<file path="src/verilog/dpf_consts.svh">
`ifndef DPF_CONSTS_SVH
`define DPF_CONSTS_SVH
// register indices, byte address is index times four
`define DPF_IDX_READ_MODE_A 10'h021
`define DPF_IDX_SHOW_CTRL 10'h022
`define DPF_IDX_FLASH_CTRL 10'h023
`define DPF_IDX_IRQ_STATUS 10'h030
`define DPF_IDX_IRQ_CLEAR 10'h031
`define DPF_IDX_IRQ_ENABLE 10'h032
`define DPF_IDX_DARK_STATUS 10'h033
`define DPF_IDX_CTX_SEL 10'h0F2
// reset values, flash control write mask
`define DPF_RST_READ_MODE_A 16'h8490
`define DPF_RST_SHOW_CTRL 16'h0107
`define DPF_RST_FLASH_CTRL 16'h0008
`define DPF_FC_WR_MASK 16'h38FF
// read mode context a fields, context select bit
`define DPF_RM_BIN 15
`define DPF_RM_RSKIP_EN 4
`define DPF_RM_RSKIP_HI 3
`define DPF_RM_RSKIP_LO 2
`define DPF_CTX_SEL_BIT 3
// dark pixel show control fields
`define DPF_SC_NCOL 10
`define DPF_SC_SHOW_COL 9
`define DPF_SC_READ_COL 8
`define DPF_SC_SHOW_ROW 7
`define DPF_SC_RSTART_HI 6
`define DPF_SC_RSTART_LO 4
`define DPF_SC_NROW_HI 2
`define DPF_SC_NROW_LO 0
// flash strobe control fields
`define DPF_FC_LEVEL 15
`define DPF_FC_TRIG 14
`define DPF_FC_XENON 13
`define DPF_FC_DELAY_HI 12
`define DPF_FC_DELAY_LO 11
`define DPF_FC_COUNT_HI 7
`define DPF_FC_COUNT_LO 0
// dark pixel geometry
`define DPF_DARK_COLS_ALL 6'h28
`define DPF_DARK_COLS_WIDE 6'h24
`define DPF_DARK_COLS_NARROW 6'h14
`define DPF_DARK_COL_FIRST 6'h04
`define DPF_DARK_COL_BIN_FIRST 6'h00
`define DPF_DARK_GAP 6'h02
`define DPF_DARK_ROW_OFS 4'h4
// timing
`define DPF_XENON_UNIT_BITS 10
`define DPF_PIX_DIV 2'h2
// interrupt events
`define DPF_NUM_EVT 3
`define DPF_EVT_FRAME 0
`define DPF_EVT_FLASH_ON 1
`define DPF_EVT_FLASH_OFF 2
`endif

</file>
<file path="src/verilog/dpf_pkg.sv">
package dpf_pkg;
   typedef enum logic [1:0] {
      DPF_ST_VBLANK,
      DPF_ST_DARK,
      DPF_ST_ACTIVE
   } dpf_row_state_t;
   typedef logic [15:0] dpf_reg16_t;
endpackage

</file>
<file path="src/verilog/dpf_ctrl.sv">
`timescale 1ns/1ps
`include "dpf_consts.svh"
module dpf_ctrl import dpf_pkg::*; #(
   parameter int unsigned ACT_COLS = 1600,
   parameter int unsigned ACT_ROWS = 1200,
   parameter int unsigned ROW_PIX = 1800,
   parameter int unsigned VBLANK_ROWS = 32
) (
   input wire logic clk_i,
   input wire logic rst_i,
   input wire logic wb_cyc_i,
   input wire logic wb_stb_i,
   input wire logic wb_we_i,
   input wire logic [11:0] wb_adr_i,
   input wire logic [3:0] wb_sel_i,
   input wire logic [31:0] wb_dat_i,
   output logic [31:0] wb_dat_o,
   output logic wb_ack_o,
   output logic [9:0] pix_data_o,
   output logic line_active_o,
   output logic frame_active_o,
   output logic flash_strobe_o,
   output logic irq_o
);
   ////////////////////////////////////////////////////////////////////
   // bus slave and registers
   dpf_reg16_t rm_reg;
   dpf_reg16_t sc_reg;
   dpf_reg16_t fc_reg;
   logic ctx_reg;
   logic trig_reg;
   logic [`DPF_NUM_EVT-1:0] irq_st_reg;
   logic [`DPF_NUM_EVT-1:0] irq_st_next;
   logic [`DPF_NUM_EVT-1:0] irq_en_reg;
   logic [`DPF_NUM_EVT-1:0] evt;
   logic [9:0] idx;
   logic req;
   logic wr;
   logic [31:0] rd_next;

   assign idx = wb_adr_i[11:2];
   assign req = wb_cyc_i & wb_stb_i & ~wb_ack_o;
   assign wr = wb_cyc_i & wb_stb_i & wb_we_i & wb_ack_o;

   function automatic dpf_reg16_t merge(input dpf_reg16_t old,
                                        input logic [31:0] d,
                                        input logic [3:0] sel);
      dpf_reg16_t r;
      r = old;
      if (sel[0]) begin
         r[7:0] = d[7:0];
      end
      if (sel[1]) begin
         r[15:8] = d[15:8];
      end
      return r;
   endfunction

   // ack one cycle after the request; a write lands on the ack edge
   always_ff @(posedge clk_i) begin
      if (rst_i) begin
         wb_ack_o <= 1'b0;
         wb_dat_o <= 32'h0000_0000;
      end else begin
         wb_ack_o <= req;
         wb_dat_o <= req ? rd_next : 32'h0000_0000;
      end
   end

   always_ff @(posedge clk_i) begin
      if (rst_i) begin
         rm_reg <= `DPF_RST_READ_MODE_A;
         sc_reg <= `DPF_RST_SHOW_CTRL;
         fc_reg <= `DPF_RST_FLASH_CTRL;
         ctx_reg <= 1'b0;
         irq_en_reg <= '0;
      end else if (wr) begin
         if (idx == `DPF_IDX_READ_MODE_A) begin
            rm_reg <= merge(rm_reg, wb_dat_i, wb_sel_i);
         end
         if (idx == `DPF_IDX_SHOW_CTRL) begin
            // reserved bit kept as written
            sc_reg <= merge(sc_reg, wb_dat_i, wb_sel_i);
         end
         if (idx == `DPF_IDX_FLASH_CTRL) begin
            fc_reg <= merge(fc_reg, wb_dat_i, wb_sel_i) & `DPF_FC_WR_MASK;
         end
         if (idx == `DPF_IDX_CTX_SEL && wb_sel_i[0]) begin
            ctx_reg <= wb_dat_i[`DPF_CTX_SEL_BIT];
         end
         if (idx == `DPF_IDX_IRQ_ENABLE && wb_sel_i[0]) begin
            irq_en_reg <= wb_dat_i[`DPF_NUM_EVT-1:0];
         end
      end
   end

   ////////////////////////////////////////////////////////////////////
   // derived configuration
   logic ctx_a;
   logic binning;
   logic skip_on;
   logic [10:0] act_rows;
   logic [5:0] ncols;
   logic [5:0] first_col;
   logic [5:0] read_cols;
   logic [5:0] lead;
   logic show_rows;
   logic [3:0] ndark_rows;
   logic [10:0] vb_rows;

   assign ctx_a = ~ctx_reg;
   assign binning = ctx_a & rm_reg[`DPF_RM_BIN];
   assign skip_on = ctx_a & rm_reg[`DPF_RM_RSKIP_EN];

   always_comb begin
      act_rows = 11'(ACT_ROWS);
      if (skip_on) begin
         // 00 halves, each step halves again
         act_rows = 11'(ACT_ROWS >>
            (int'(rm_reg[`DPF_RM_RSKIP_HI:`DPF_RM_RSKIP_LO]) + 1));
      end
   end

   always_comb begin
      if (binning) begin
         ncols = `DPF_DARK_COLS_ALL;
         first_col = `DPF_DARK_COL_BIN_FIRST;
      end else if (sc_reg[`DPF_SC_NCOL]) begin
         ncols = `DPF_DARK_COLS_WIDE;
         first_col = `DPF_DARK_COL_FIRST;
      end else begin
         ncols = `DPF_DARK_COLS_NARROW;
         first_col = `DPF_DARK_COL_FIRST;
      end
   end

   // read count only shows in the dark status register, row length is fixed
   assign read_cols = sc_reg[`DPF_SC_READ_COL] ? ncols : 6'h00;
   assign lead = sc_reg[`DPF_SC_SHOW_COL] ?
                 ncols + `DPF_DARK_GAP : 6'h00;
   assign show_rows = sc_reg[`DPF_SC_SHOW_ROW];
   assign ndark_rows = {1'b0, sc_reg[`DPF_SC_NROW_HI:`DPF_SC_NROW_LO]}
                       + 4'h1;
   // dark rows come out of vertical blanking, frame rate unchanged
   assign vb_rows = 11'(VBLANK_ROWS) -
                    (show_rows ? 11'(ndark_rows) : 11'h000);

   ////////////////////////////////////////////////////////////////////
   // pixel rate and line timing
   logic [1:0] div_reg;
   logic pix_en;
   logic eol;
   logic hact;
   logic dark_col;
   logic [10:0] col;

   assign pix_en = (div_reg == `DPF_PIX_DIV - 2'h1);

   always_ff @(posedge clk_i) begin
      if (rst_i) begin
         div_reg <= 2'h0;
      end else begin
         div_reg <= pix_en ? 2'h0 : div_reg + 2'h1;
      end
   end

   dpf_line_timer #(
      .ACT_COLS(ACT_COLS),
      .ROW_PIX(ROW_PIX)
   ) u_line (
      .clk_i(clk_i),
      .rst_i(rst_i),
      .pix_en_i(pix_en),
      .lead_i(lead),
      .ncols_i(ncols),
      .eol_o(eol),
      .hact_o(hact),
      .dark_o(dark_col),
      .col_o(col)
   );

   ////////////////////////////////////////////////////////////////////
   // row sequencer; >= ends survive a smaller size set mid-frame
   dpf_row_state_t state_reg;
   logic [10:0] row_reg;
   logic frame_start;
   logic vb_end;
   assign frame_start = eol && state_reg == DPF_ST_ACTIVE &&
                        row_reg >= act_rows - 11'h001;
   assign vb_end = eol && state_reg == DPF_ST_VBLANK &&
                   row_reg >= vb_rows - 11'h001;

   always_ff @(posedge clk_i) begin
      if (rst_i) begin
         state_reg <= DPF_ST_VBLANK;
         row_reg <= 11'h000;
      end else if (eol) begin
         row_reg <= row_reg + 11'h001;
         unique case (state_reg)
            DPF_ST_VBLANK: begin
               if (vb_end) begin
                  row_reg <= 11'h000;
                  state_reg <= show_rows ? DPF_ST_DARK : DPF_ST_ACTIVE;
               end
            end
            DPF_ST_DARK: begin
               if (row_reg >= 11'(ndark_rows) - 11'h001) begin
                  row_reg <= 11'h000;
                  state_reg <= DPF_ST_ACTIVE;
               end
            end
            DPF_ST_ACTIVE: begin
               if (frame_start) begin
                  row_reg <= 11'h000;
                  state_reg <= DPF_ST_VBLANK;
               end
            end
         endcase
      end
   end

   // pixel stream, all outputs registered
   logic [3:0] dark_row_addr;
   logic [9:0] data_next;

   // software keeps start plus count inside the eight rows
   assign dark_row_addr = `DPF_DARK_ROW_OFS +
      {1'b0, sc_reg[`DPF_SC_RSTART_HI:`DPF_SC_RSTART_LO]} +
      row_reg[3:0];

   always_comb begin
      data_next = 10'h000;
      if (dark_col) begin
         data_next = {4'h0, first_col + col[5:0]};
      end else if (col < 11'(lead)) begin
         data_next = 10'h000;
      end else if (state_reg == DPF_ST_DARK) begin
         data_next = {6'h00, dark_row_addr};
      end else begin
         data_next = col[9:0];
      end
   end

   always_ff @(posedge clk_i) begin
      if (rst_i) begin
         frame_active_o <= 1'b0;
         line_active_o <= 1'b0;
         pix_data_o <= 10'h000;
      end else begin
         frame_active_o <= (state_reg != DPF_ST_VBLANK);
         line_active_o <= (state_reg != DPF_ST_VBLANK) & hact;
         pix_data_o <= ((state_reg != DPF_ST_VBLANK) & hact) ?
                       data_next : 10'h000;
      end
   end

   ////////////////////////////////////////////////////////////////////
   // xenon flash
   logic xenon_en;
   logic [1:0] dly_reg;
   logic [1:0] dly_set;
   logic fire;
   logic strobe;
   assign xenon_en = fc_reg[`DPF_FC_XENON];
   assign dly_set = fc_reg[`DPF_FC_DELAY_HI:`DPF_FC_DELAY_LO];
   // fires only at the start of vertical blanking
   assign fire = xenon_en & frame_start & (dly_reg == dly_set);
   // counts frames up from enable: a delay written with the enable holds
   always_ff @(posedge clk_i) begin
      if (rst_i) begin
         dly_reg <= 2'h0;
      end else if (!xenon_en) begin
         dly_reg <= 2'h0;
      end else if (frame_start && dly_reg != dly_set) begin
         dly_reg <= dly_reg + 2'h1;
      end
   end
   dpf_flash_timer u_flash (
      .clk_i(clk_i),
      .rst_i(rst_i),
      .pix_en_i(pix_en),
      .start_i(fire),
      .stop_i(vb_end | ~xenon_en),
      .count_i(fc_reg[`DPF_FC_COUNT_HI:`DPF_FC_COUNT_LO]),
      .strobe_o(strobe)
   );

   always_ff @(posedge clk_i) begin
      if (rst_i) begin
         flash_strobe_o <= 1'b0;
      end else begin
         flash_strobe_o <= strobe;
      end
   end

   // set wins over the frame boundary clear
   always_ff @(posedge clk_i) begin
      if (rst_i) begin
         trig_reg <= 1'b0;
      end else if (flash_strobe_o) begin
         trig_reg <= 1'b1;
      end else if (frame_start) begin
         trig_reg <= 1'b0;
      end
   end

   ////////////////////////////////////////////////////////////////////
   // interrupts and read mux
   assign evt[`DPF_EVT_FRAME] = frame_start;
   assign evt[`DPF_EVT_FLASH_ON] = strobe & ~flash_strobe_o;
   assign evt[`DPF_EVT_FLASH_OFF] = ~strobe & flash_strobe_o;

   always_comb begin
      irq_st_next = irq_st_reg;
      if (wr && idx == `DPF_IDX_IRQ_CLEAR && wb_sel_i[0]) begin
         irq_st_next = irq_st_reg & ~wb_dat_i[`DPF_NUM_EVT-1:0];
      end
      irq_st_next = irq_st_next | evt;
   end

   always_ff @(posedge clk_i) begin
      if (rst_i) begin
         irq_st_reg <= '0;
         irq_o <= 1'b0;
      end else begin
         irq_st_reg <= irq_st_next;
         irq_o <= |(irq_st_next & irq_en_reg);
      end
   end

   always_comb begin
      rd_next = 32'h0000_0000;
      unique case (idx)
         `DPF_IDX_READ_MODE_A: rd_next[15:0] = rm_reg;
         `DPF_IDX_SHOW_CTRL: rd_next[15:0] = sc_reg;
         `DPF_IDX_FLASH_CTRL: begin
            rd_next[15:0] = fc_reg;
            rd_next[`DPF_FC_LEVEL] = flash_strobe_o;
            rd_next[`DPF_FC_TRIG] = trig_reg;
         end
         `DPF_IDX_CTX_SEL: rd_next[`DPF_CTX_SEL_BIT] = ctx_reg;
         `DPF_IDX_IRQ_STATUS: rd_next[`DPF_NUM_EVT-1:0] = irq_st_reg;
         `DPF_IDX_IRQ_ENABLE: rd_next[`DPF_NUM_EVT-1:0] = irq_en_reg;
         `DPF_IDX_DARK_STATUS: rd_next[13:0] = {2'h0, lead, 6'h00} |
                                               {8'h00, read_cols};
         default: rd_next = 32'h0000_0000;
      endcase
   end
endmodule

</file>
<file path="src/verilog/dpf_line_timer.sv">
`timescale 1ns/1ps
`include "dpf_consts.svh"
module dpf_line_timer import dpf_pkg::*; #(
   parameter int unsigned ACT_COLS = 1600,
   parameter int unsigned ROW_PIX = 1800
) (
   input wire logic clk_i,
   input wire logic rst_i,
   input wire logic pix_en_i,
   input wire logic [5:0] lead_i,
   input wire logic [5:0] ncols_i,
   output logic eol_o,
   output logic hact_o,
   output logic dark_o,
   output logic [10:0] col_o
);
   logic [10:0] col_reg;
   logic last;

   // row length is fixed, dark columns eat into blanking only
   assign last = (col_reg == 11'(ROW_PIX - 1));
   assign eol_o = pix_en_i & last;
   assign col_o = col_reg;
   assign hact_o = (col_reg < (11'(lead_i) + 11'(ACT_COLS)));
   assign dark_o = (lead_i != 6'h00) & (col_reg < 11'(ncols_i));

   always_ff @(posedge clk_i) begin
      if (rst_i) begin
         col_reg <= 11'h000;
      end else if (pix_en_i) begin
         col_reg <= last ? 11'h000 : col_reg + 11'h001;
      end
   end
endmodule

</file>
<file path="src/verilog/dpf_flash_timer.sv">
`timescale 1ns/1ps
`include "dpf_consts.svh"
module dpf_flash_timer (
   input wire logic clk_i,
   input wire logic rst_i,
   input wire logic pix_en_i,
   input wire logic start_i,
   input wire logic stop_i,
   input wire logic [7:0] count_i,
   output logic strobe_o
);
   logic [17:0] left_reg;

   assign strobe_o = (left_reg != 18'h0_0000);

   // stop beats start: a pulse never runs into row readout
   always_ff @(posedge clk_i) begin
      if (rst_i) begin
         left_reg <= 18'h0_0000;
      end else if (stop_i) begin
         left_reg <= 18'h0_0000;
      end else if (start_i) begin
         left_reg <= {count_i, {`DPF_XENON_UNIT_BITS{1'b0}}};
      end else if (pix_en_i && strobe_o) begin
         left_reg <= left_reg - 18'h0_0001;
      end
   end
endmodule

</file>
<file path="config.mk">
export PLATFORM = sky130hd
export DESIGN_NAME = dpf_ctrl
export DESIGN_NICKNAME = d
export VERILOG_FILES = /design/src/verilog/dpf_pkg.sv /design/src/verilog/dpf_ctrl.sv /design/src/verilog/dpf_line_timer.sv /design/src/verilog/dpf_flash_timer.sv
export VERILOG_INCLUDE_DIRS = /design/src /design/src/verilog
export SDC_FILE = /design/constraint.sdc
export NUM_CORES = 1
export LEC_CHECK = 0
export BUFFER_PORTS_ARGS = -buffer_cell sky130_fd_sc_hd__buf_4
export CAP_MARGIN = 5
export CORE_MARGIN = 2
export CORE_UTILIZATION = 52
export CTS_CLUSTER_DIAMETER = 120
export CTS_CLUSTER_SIZE = 30
export DETAILED_ROUTE_END_ITERATION = 16
export PLACE_DENSITY = 0.75
export SLEW_MARGIN = 20
export SYNTH_ARGS = -nofsm -noshare
export SYNTH_HDL_FRONTEND = slang
export SYNTH_SLANG_ARGS = --single-unit
</file>
<file path="constraint.sdc">
create_clock -name clk_i -period 3.62 [get_ports clk_i]
set_clock_uncertainty 0.15 [all_clocks]
set_input_delay 0.362 -clock clk_i [delete_from_list [all_inputs] [get_ports clk_i]]
set_output_delay 0.362 -clock clk_i [all_outputs]
set_load 0.05 [all_outputs]
</file>
==> summary.md <==
| Metric | Value |
|---|---|
| Io pins | `100` |
| CTS sink count | `128` |
| Clock transition at path regs | `0.06 ns` |
| Maxcap violations | `0` |
| Metal-1 WL | `8059 µm` |
| Worst slew margin | `49.09%` |
| Critical path buffer and inverter count | `1` |
| Met2 Wirelength | `8138 µm` |
| Critical path depth | `16` |
| Reg2reg path depth | `16` |
| Post-Syn Area per Cell | `8.658 µm²` |
| Pwr Density | `379.9 mW/mm²` |
| Peak supply drop | `353.5 µV` |
| Global placer's final weighted congestion | `0.9148` |
| Worst R2R Setup Slack | `0.13 ns` |
| Starting DRT DRC Count | `481` |
| Final WL | `17610 µm` |
| GR Util All Layers | `24.64%` |
| CP max stage cell | `a211oi_2` |
| Drt drc | `0` |
| Clk_lat worst skew | `0.43 ns` |
| Die Span X | `121.2 µm` |
| Reg-to-reg critical path endpoint | `row_reg[8]$_SDFFE_PP0P_` |
| Critical Path AT | `3.69 ns` |
| Initial Util | `53.52%` |
| Routed wire per std cell | `15.95 µm` |
| Endpoint class of the critical path | `register` |
| Filler cells | `1160` |
| Hold Crit Depth | `3` |
| Via count | `6325` |
| Post-Syn Instances | `825` |
| FFs w/ async S/R, synth | `0%` |
| Vias per inst | `5.729` |
| 1st-pass router iterations | `5` |
| Post-DP HPWL | `12560 µm` |
| Delay-heaviest family, CP | `compound AO/OA/AOI/OAI gates` |
| Placeable Area | `0.01335 mm²` |
| CP max FO | `6` |
| Met3 routed WL | `913 µm` |
| Post-synthesis sequential area ratio | `35.87%` |
| Yosys synthesis warning count | `0` |
| Rows | `42` |
| Total congestion overflow | `0` |
| Antenna Diode Count | `0` |
| WP data required | `3.81 ns` |
| Leakage power total | `3.417 nW` |
| Number of synthesized register bits | `128` |
| CP peak stage delay | `0.35 ns` |
| Worst-Margin Slew | `0.7608 ns` |
| Hold endpoint | `rm_reg[10]$_SDFFE_PP1P_` |
| Final count of hold timing violations | `0` |
| Root Driver | `clkbuf_16` |
| Critical setup path kind | `reg -> reg` |
| Die ar. | `0.01469 mm²` |
| CTS Buffer Depth | `2` |
| Area grow syn2layout | `20.72%` |
| Final Cycle Share | `96.41%` |
| CP Cell Sequence | `ha_4 > nand2_2 > ha_4 > nor2b_4 > o21ai_1 > a21oi_1 > a21oi_1 > a32oi_1 > ha_2 > and4_1 > o21ai_1 > o2111ai_2 > a211oi_2 > nor3_2 > buf_4 > o31ai_2` |
| Largest net degree at the start of global routing | `56` |
| CTS tree | `built` |
| Number of synthesized flops with an enable pin | `0` |
| Fin. max-slew vios | `0` |
| Hold WC Path Type | `in -> reg` |
| Outcome | `complete, no violations` |
| Cell variety after synth | `71` |
| Hold path start | `wb_dat_i[10]` |
| FMAX | `286.5 MHz` |
| First-pass GRT wire length | `28410 µm` |
| Worst R2R Start | `sc_reg[0]$_SDFFE_PP1P_` |
| Post-Synthesis Cell Area | `0.007143 mm²` |
| Initial antenna violation count | `0` |
| Max reg flops | `18` |
| Clock buffer count from CTS | `17` |
| Startpoint types | `register` |
| H-tree levels | `4` |
| Die Y | `121.2 µm` |
| Number of global-route vias before repair | `5817` |
| Tmin final | `3.490 ns` |
| Layout cells sized above 1 | `16.38%` |
| Synth Flop Type | `dfxtp_1` |
| Pwr Total | `3.276 mW` |
| Port Buf Inserts | `63` |
| Total negative setup slack | `0 ns` |
| Final setup vio count | `0` |
| ANT nets after route | `0` |
| Top Metal Used | `met4` |
| Final #Nets | `1024` |
cells in the final DEF (no fill, tap or decap), types with 8 or more instances in the layout:
cell type,count
a211oi_1,12
a21oi_1,34
a222oi_1,8
a22oi_1,11
and3_1,13
buf_4,91
clkbuf_16,17
conb_1,21
dfxtp_1,126
ha_1,50
inv_1,35
mux2i_1,49
nand2_1,67
nand2b_1,12
nand3_1,28
nor2_1,110
nor2b_1,9
nor3_1,21
nor4_1,11
o211ai_1,10
o21ai_0,24
xnor2_1,18
xor2_1,17
area by class of cell:
type                       instances  area, µm²  area share (%)
clock buffer                      21      460.4           5.340
clock inverter                    11      128.9           1.494
inverter                          35      131.4           1.524
multi-input combinational        639       4394           50.96
sequential                       128       2565           29.74
tap                              176      220.2           2.554
timing repair buffer              94      723.2           8.387
logic make-up (layout without fill, tap and decap cells):
logic type	count (synthesis)	count (layout)	synth area share [%]
buffers and inverters	77	161	5.027
AND/OR/NAND/NOR	317	317	21.74
AO/OA/AOI/OAI	158	158	15.76
multiplexers	50	50	7.024
XOR/XNOR	36	36	4.414
other	2	21	0.1051
adder cells (fa/ha/maj)	57	57	10.05
flip-flops	128	128	35.87
worst max-delay path by stage:
| stage | start | to | slack, ns |
|---|---|---|---|
| 2_1_floorplan | sc_reg[0]$_SDFFE_PP1P_ | row_reg[10]$_SDFFE_PP0P_ | 0.1 |
| 3_3_place_gp | sc_reg[0]$_SDFFE_PP1P_ | row_reg[2]$_SDFFE_PP0P_ | 0.05 |
| 3_5_place_dp | sc_reg[1]$_SDFFE_PP1P_ | row_reg[2]$_SDFFE_PP0P_ | -0.09 |
| 4_1_cts | sc_reg[0]$_SDFFE_PP1P_ | row_reg[2]$_SDFFE_PP0P_ | 0.02 |
| 5_1_grt | sc_reg[0]$_SDFFE_PP1P_ | row_reg[8]$_SDFFE_PP0P_ | -0.03 |
| 6_report | sc_reg[0]$_SDFFE_PP1P_ | row_reg[8]$_SDFFE_PP0P_ | 0.13 |
where the power goes:
group,switching (mW),internal (mW)
combinational,0.101,0.0465
clock,0.653,1.05
sequential,0.00639,1.42
through the flow:
stage                     setup slack, ns  util, %  hold slack [ns]  cells  cell area [µm²]
after floorplan                   0.09750        -           0.2543    844             7214
after global placement            0.05270    59.21           0.2667   1069             7903
after detailed placement         -0.08777    59.21           0.2663   1069             7903
after CTS                         0.02008    63.84        0.0003951   1103             8521
after global routing             -0.03189    64.60          0.02304   1104             8623
final                              0.1298    64.60          0.01904   1104             8623
cell usage after synthesis (all sizes together), types with 10 or more instances:
cell    instances  area [µm²]
nor2b          10       62.56
mux2i          49       490.5
nand2          68       255.2
o211ai         11       87.58
ha             55       688.2
xor2           17       148.9
inv            35       131.4
nor4           13       102.6
clkbuf         21       78.83
a22oi          11       82.58
a21oi          34       170.2
buf            21       148.9
and3           13       81.33
dfxtp         128        2562
nand3          28       140.1
nor3           23       126.4
nor2          110       412.9
nand2b         13       81.33
a211oi         13       102.6
o21ai          27       135.1
xnor2          19       166.4
worst reg2reg max path, cell delays in order (launching register included):
cell and delay, ns:
dfxtp_2 0.33, ha_4 0.27, nand2_2 0.09, ha_4 0.28
nor2b_4 0.15, o21ai_1 0.08, a21oi_1 0.14, a21oi_1 0.08
a32oi_1 0.24, ha_2 0.32, and4_1 0.19, o21ai_1 0.10
o2111ai_2 0.18, a211oi_2 0.35, nor3_2 0.07, buf_4 0.20
o31ai_2 0.20
layer usage:
layer | vias up | GRT usage [%]
li1 | 3129 | -
met1 | 2971 | 32.10
met2 | 183 | 38.45
met3 | 42 | 6.203
met4 | 0 | 11.28
met5 | - | 0
timing repair:
action	4_1_cts	5_1_grt
buffers inserted	0	1
setup endpoints to repair	13	31
endpoints found under the hold margin	2	0
hold buffers	2	0
resized for setup	2	22
pin swaps	0	8
No activity file was read; power rests on OpenSTA's default activity.
